`config.mk`:
```
export PLATFORM = sky130hd
export DESIGN_NAME = fcb_bank
export DESIGN_NICKNAME = d
export VERILOG_FILES = /design/src/verilog/fcb_bank.v
export VERILOG_INCLUDE_DIRS = /design/src /design/src/verilog
export SDC_FILE = /design/constraint.sdc
export NUM_CORES = 2
export LEC_CHECK = 0
export BUFFER_PORTS_ARGS = -buffer_cell sky130_fd_sc_hd__buf_2
export CORE_ASPECT_RATIO = 1.4
export CORE_MARGIN = 2
export CORE_UTILIZATION = 35
export DETAILED_ROUTE_END_ITERATION = 10
export PLACE_DENSITY_LB_ADDON = 0.08
export SLEW_MARGIN = 5
export SYNTH_ARGS = -nofsm -noshare
export SYNTH_HDL_FRONTEND = slang
export SYNTH_SLANG_ARGS = --single-unit
```
`constraint.sdc`:
```
create_clock -name ref_clk -period 25.2 [get_ports ref_clk]
set_clock_uncertainty 0.2 [all_clocks]
set_input_delay 6.3 -clock ref_clk [delete_from_list [all_inputs] [get_ports ref_clk]]
set_output_delay 6.3 -clock ref_clk [all_outputs]
set_load 0.02 [all_outputs]
```
`src/verilog/fcb_regs.vh`:
```
// Functional notes
// [RULE1] Outer tap registers keep a signed 12-bit coefficient in bits 11:0.
// [RULE2] Center tap keeps an 18-bit signed coefficient in bits 17:0 of 24.
// [RULE3] Six registers map in address order to taps four to nine.
// [RULE4] Channel B coefficients apply only while dual-channel mode is on.
// [RULE5] Ninth-tap readback shows coefficient MSB as zero; filter uses it.
// [RULE6] All coefficient registers reset to zero.
// [RULE7] Taps one to three sit at lower addresses, same 12-bit format.
// [RULE8] Output is sum of nine coefficients times nine newest samples.
`ifndef FCB_REGS_VH
`define FCB_REGS_VH

`define FCB_ADDR_TAP0    12'h448
`define FCB_ADDR_TAP1    12'h44A
`define FCB_ADDR_TAP2    12'h44C
`define FCB_ADDR_TAP3    12'h44E
`define FCB_ADDR_TAP4    12'h450
`define FCB_ADDR_TAP5    12'h453
`define FCB_ADDR_TAP6    12'h455
`define FCB_ADDR_TAP7    12'h457
`define FCB_ADDR_TAP8    12'h459
`define FCB_ADDR_CTRL    12'h45B

`define FCB_TAP_NONE     4'hF
`define FCB_TAP_CENTER   4'h4
`define FCB_TAP_LAST     4'h8
`define FCB_NUM_TAPS     9

`define FCB_OUTER_MSB    11
`define FCB_OUTER_RMSB   15
`define FCB_CENTER_MSB   17
`define FCB_CENTER_RMSB  23
`define FCB_CTRL_DUAL    0

`define FCB_COEF_RESET   24'h000000
`define FCB_CTRL_RESET   1'h0
`define FCB_RD_ZERO      24'h000000

`endif
```
`src/verilog/fcb_bank.v`:
```
// The plain strobed port was decided locally.
`timescale 1ns/1ps
`include "fcb_regs.vh"

module fcb_bank #(
  parameter SAMPLE_W = 12,
  parameter ACC_W    = 34
) (
  input  wire                    ref_clk,       // 200 MHz clock
  input  wire                    reset_n,       // Synchronous reset, low
  input  wire [11:0]             reg_addr,      // Register address
  input  wire [23:0]             reg_wdata,     // Write data
  input  wire                    reg_wr,        // Write strobe
  input  wire                    reg_rd,        // Read strobe
  output reg  [23:0]             reg_rdata,     // Read data, cycle after
  input  wire [SAMPLE_W-1:0]     sample_in,     // Channel B sample
  input  wire                    sample_valid,  // Sample strobe
  output reg  [ACC_W-1:0]        fir_out,       // Filtered sample
  output reg                     fir_out_valid  // Filtered sample strobe
);

  reg  [23:0]          coef [0:`FCB_NUM_TAPS-1];
  reg  [SAMPLE_W-1:0]  smp  [0:`FCB_NUM_TAPS-1];
  reg                  dual_mode;
  reg  signed [ACC_W-1:0] next_acc;
  wire [3:0]           wr_tap;
  wire [3:0]           rd_tap;
  integer              i;
  integer              m;
  integer              n;

  function [3:0] fcb_decode;
    input [11:0] a;
    begin
      case (a)
        `FCB_ADDR_TAP0: fcb_decode = 4'h0; // RULE7
        `FCB_ADDR_TAP1: fcb_decode = 4'h1; // RULE7
        `FCB_ADDR_TAP2: fcb_decode = 4'h2; // RULE7
        `FCB_ADDR_TAP3: fcb_decode = 4'h3; // RULE3
        `FCB_ADDR_TAP4: fcb_decode = 4'h4; // RULE3
        `FCB_ADDR_TAP5: fcb_decode = 4'h5; // RULE3
        `FCB_ADDR_TAP6: fcb_decode = 4'h6; // RULE3
        `FCB_ADDR_TAP7: fcb_decode = 4'h7; // RULE3
        `FCB_ADDR_TAP8: fcb_decode = 4'h8; // RULE3
        default:        fcb_decode = `FCB_TAP_NONE;
      endcase
    end
  endfunction

  // Sign-extends either coefficient format to the 18-bit datapath width
  function signed [17:0] fcb_coef;
    input [3:0]  k;
    input [23:0] r;
    begin
      if (k == `FCB_TAP_CENTER)
        fcb_coef = $signed(r[`FCB_CENTER_MSB:0]); // RULE2
      else
        fcb_coef = {{6{r[`FCB_OUTER_MSB]}}, r[`FCB_OUTER_MSB:0]}; // RULE1
    end
  endfunction

  assign wr_tap = fcb_decode(reg_addr);
  assign rd_tap = fcb_decode(reg_addr);

  always @(posedge ref_clk)
  begin
    if (!reset_n)
    begin
      for (i = 0; i < `FCB_NUM_TAPS; i = i + 1)
        coef[i] <= `FCB_COEF_RESET; // RULE6
      dual_mode <= `FCB_CTRL_RESET;
    end
    else if (reg_wr)
    begin
      // Reserved bits 23:18 (center) and 15:12 (outer) are writable storage, unused by the filter
      if (wr_tap == `FCB_TAP_CENTER)
        coef[wr_tap] <= reg_wdata; // RULE2
      else if (wr_tap != `FCB_TAP_NONE)
        coef[wr_tap] <= {8'h00, reg_wdata[`FCB_OUTER_RMSB:0]}; // RULE1
      else if (reg_addr == `FCB_ADDR_CTRL)
        dual_mode <= reg_wdata[`FCB_CTRL_DUAL];
    end
  end

  always @(posedge ref_clk)
  begin
    if (!reset_n)
      reg_rdata <= `FCB_RD_ZERO;
    else if (reg_rd)
    begin
      if (rd_tap == `FCB_TAP_LAST)
        reg_rdata <= {12'h000, 1'b0, coef[rd_tap][`FCB_OUTER_MSB-1:0]} | // RULE5
                     {8'h00, coef[rd_tap][`FCB_OUTER_RMSB:`FCB_OUTER_MSB+1],
                      12'h000};
      else if (rd_tap != `FCB_TAP_NONE)
        reg_rdata <= coef[rd_tap];
      else if (reg_addr == `FCB_ADDR_CTRL)
        reg_rdata <= {23'h000000, dual_mode};
      else
        reg_rdata <= `FCB_RD_ZERO;
    end
    else
      reg_rdata <= `FCB_RD_ZERO;
  end

  // smp[0] is newest, so the center tap meets the fifth-newest sample
  always @*
  begin
    next_acc = {ACC_W{1'b0}};
    for (m = 0; m < `FCB_NUM_TAPS; m = m + 1)
      next_acc = next_acc + $signed(smp[m]) * fcb_coef(m[3:0], coef[m]); // RULE8
  end

  always @(posedge ref_clk)
  begin
    if (!reset_n)
    begin
      for (n = 0; n < `FCB_NUM_TAPS; n = n + 1)
        smp[n] <= {SAMPLE_W{1'b0}};
      fir_out       <= {ACC_W{1'b0}};
      fir_out_valid <= 1'b0;
    end
    else
    begin
      // Outside dual-channel mode the history freezes and no output flows
      fir_out_valid <= sample_valid & dual_mode; // RULE4
      if (sample_valid && dual_mode)
      begin
        smp[0] <= sample_in;
        for (n = 1; n < `FCB_NUM_TAPS; n = n + 1)
          smp[n] <= smp[n-1];
        fir_out <= next_acc; // RULE8
      end
    end
  end

endmodule // fcb_bank

```
==> reports/results.ini <==
[outcome]
status=finished clean

[synthesis]
syn_avg_cell_area_um2=10.3
synthMuxAreaShare=0.000745
synth_ff_type=edfxtp_1
synth_edf_count=352
synth-simple-area-share=0.130
synth_xor_area_frac=0.00449
synth-adder-area-share=0.555
ys_types=65
syn-cell-area_mm2=0.0722
syn_inst=6991
synth-async-reset-ratio=0
ys_seq_elements=412
ys_warn_count=0
synth_top_family_by_area=adder cells
synth_compound_area_frac=0.0275
synth-seq-area-share=0.163

[global_route]
grt.overflow.total=0
grt_max_degree=70
grt_usage=0.257
antenna_found_initial=23
grt_pass1_wl_mm=384
grt_pass1_vias=54141

[timing]
tns_ns=0
timing.fmax_mhz=96.1
timing.final.crit_period_ns=10.41
maxSlewHeadroom=0.121
tightest_slew_ns=1.32
finalHoldViolCount=0
setup_viol=0
final.period_utilization=0.413
rsz0062_at_grt=false
slew_violations=0

[floorplan]
initial_core_util=0.351
num_rows=197
die_area_mm2=0.210
ioPinCount=112
fp.dieW_um=388
die_h_um=542
core_area_mm2=0.206

[critical_path]
crit_path_frequent_cell=fa_1
cp.required_ns=25.63
arrival_ns=10.84
path_buf_inv=7
path_max_fanout=13
cpMaxStageDelayCell=fa_1
crit_family=adder cells
startpoint_type=register
criticalPathCategory=reg2reg
worstSetupEndpointType=register
max_stage_delay_ns=0.82

[hold_path]
hold_class=reg2reg

[finish]
layout_common_cells=1973 x inv_1, 1796 x fa_1, 812 x nand2_1
final_layout_size_suffix_gt1_frac=0.0422
finalNetCount=9178
regArea_mm2=0.0118
area_delta_synth_final_pct=7.50
final_common_cell=inv_1
multi_input_area_mm2=0.0522
fillers=20898

[clock_tree]
insertion_delay_ns=0.76
clk_pin_slew_worst_paths_ns=0.06
cts_buffers=52
clock-sinks=412
cts_buffer_depth=3
cts_tree=built
ctsResizeCount=0
root_buffer=clkbuf_16
cts.htree.levels=2
post_cts_buffers=0
cts_hold_buf=0

[drt]
wl_per_cell_um=27.0
wl_met2_mm=139
dr.pass1.iters=8
via_per_inst=4.83
drt_iter0_drc=2914
met1_length_mm=103
final_antenna_net_count=0
wirelength_mm=263
wl_met3_mm=9.23
dr.max_layer_used=met5
vias=47047
drc=0

[placement]
place.port_buffers=111
place.detailed.hpwl_mm=223
gp_congestion=0.925

[job]
maxCapViolations=0

-- area by class of cell --
type                       count  area share
sequential                   412       0.152
clock inverter                37     0.00540
clock buffer                  61      0.0178
inverter                    1976      0.0956
multi-input combinational   4379       0.673
tap                         2686      0.0433
antenna                       10    0.000322
timing repair buffer         176      0.0134
-- stage by stage --
stage	hold slack (ns)	setup WS (ns)	util	cells	cell area [um^2]
after floorplan	0.329	15.73	-	7082	72600
after detailed placement	0.236	14.56	0.369	9629	75800
after CTS	0.251	14.73	0.378	9727	77600
after global placement	0.231	14.56	0.369	9629	75800
after global routing	0.286	14.35	0.378	9728	77600
final	0.249	14.79	0.378	9737	77700
-- worst reg2reg max path, stage by stage, from the launching register on --
cell       delay, ns
edfxtp_1        0.74
nand2_1         0.27
fa_1            0.82
inv_1           0.11
fa_1            0.64
fa_1            0.45
inv_1           0.08
fa_1            0.43
fa_1            0.63
inv_1           0.13
fa_1            0.56
inv_1           0.08
fa_1            0.51
inv_1           0.06
fa_1            0.72
fa_1            0.49
fa_1            0.50
inv_1           0.05
fa_1            0.50
inv_1           0.05
ha_1            0.45
nand4_1         0.35
nor4_1          0.35
o21ai_0         0.26
a211oi_1        0.43
nor3_1          0.16
o2111ai_1       0.21
nand3b_1        0.09
-- synth_stat cells, drive strengths merged (19+ instances only) --
master,instances,area share
nor2b,23,0.0020
o21ai,43,0.0030
nand2b,62,0.0054
and2,662,0.057
nand2,814,0.042
dfxtp,60,0.017
xnor2,25,0.0030
clkbuf,296,0.015
or3,22,0.0019
fa,1796,0.50
a21o,25,0.0026
a222oi,61,0.0085
a21oi,75,0.0052
inv,1974,0.10
nor2,63,0.0033
edfxtp,352,0.15
buf,19,0.0014
and3,155,0.013
ha,332,0.058
-- kinds of logic after synthesis --
kind of cell / Yosys count
buffers and inverters: 2291
adder cells (fa/ha/maj): 2128
AND/OR/NAND/NOR: 1845
flip-flops: 412
AO/OA/AOI/OAI: 272
XOR/XNOR: 37
multiplexers: 5
other: 1
-- per-layer routing --
layer,track usage,vias up
met3,0.0208,346
met4,0.101,4
met2,0.474,1030
met1,0.308,25516
met5,0,-
li1,-,20151
-- flip-flops by register name, indices dropped and copies added, names as in the netlist --
signal,flops
reg_rdata,24
fir_out,34
dual_mode,1
smp,108
coef,244
fir_out_valid,1
-- final timing paths --
path               start          end  slack [ns]  cells past startpoint
max           coef[6][3]  fir_out[32]       14.79                     27
min          fir_out[15]  fir_out[15]        0.25                      2
max reg2reg   coef[6][3]  fir_out[32]       14.79                     27
min reg2reg  fir_out[15]  fir_out[15]        0.25                      2
Power is left out: the tool's default activity adds up to more than one toggle a clock period on the data nets, which glitch-free logic cannot reach.
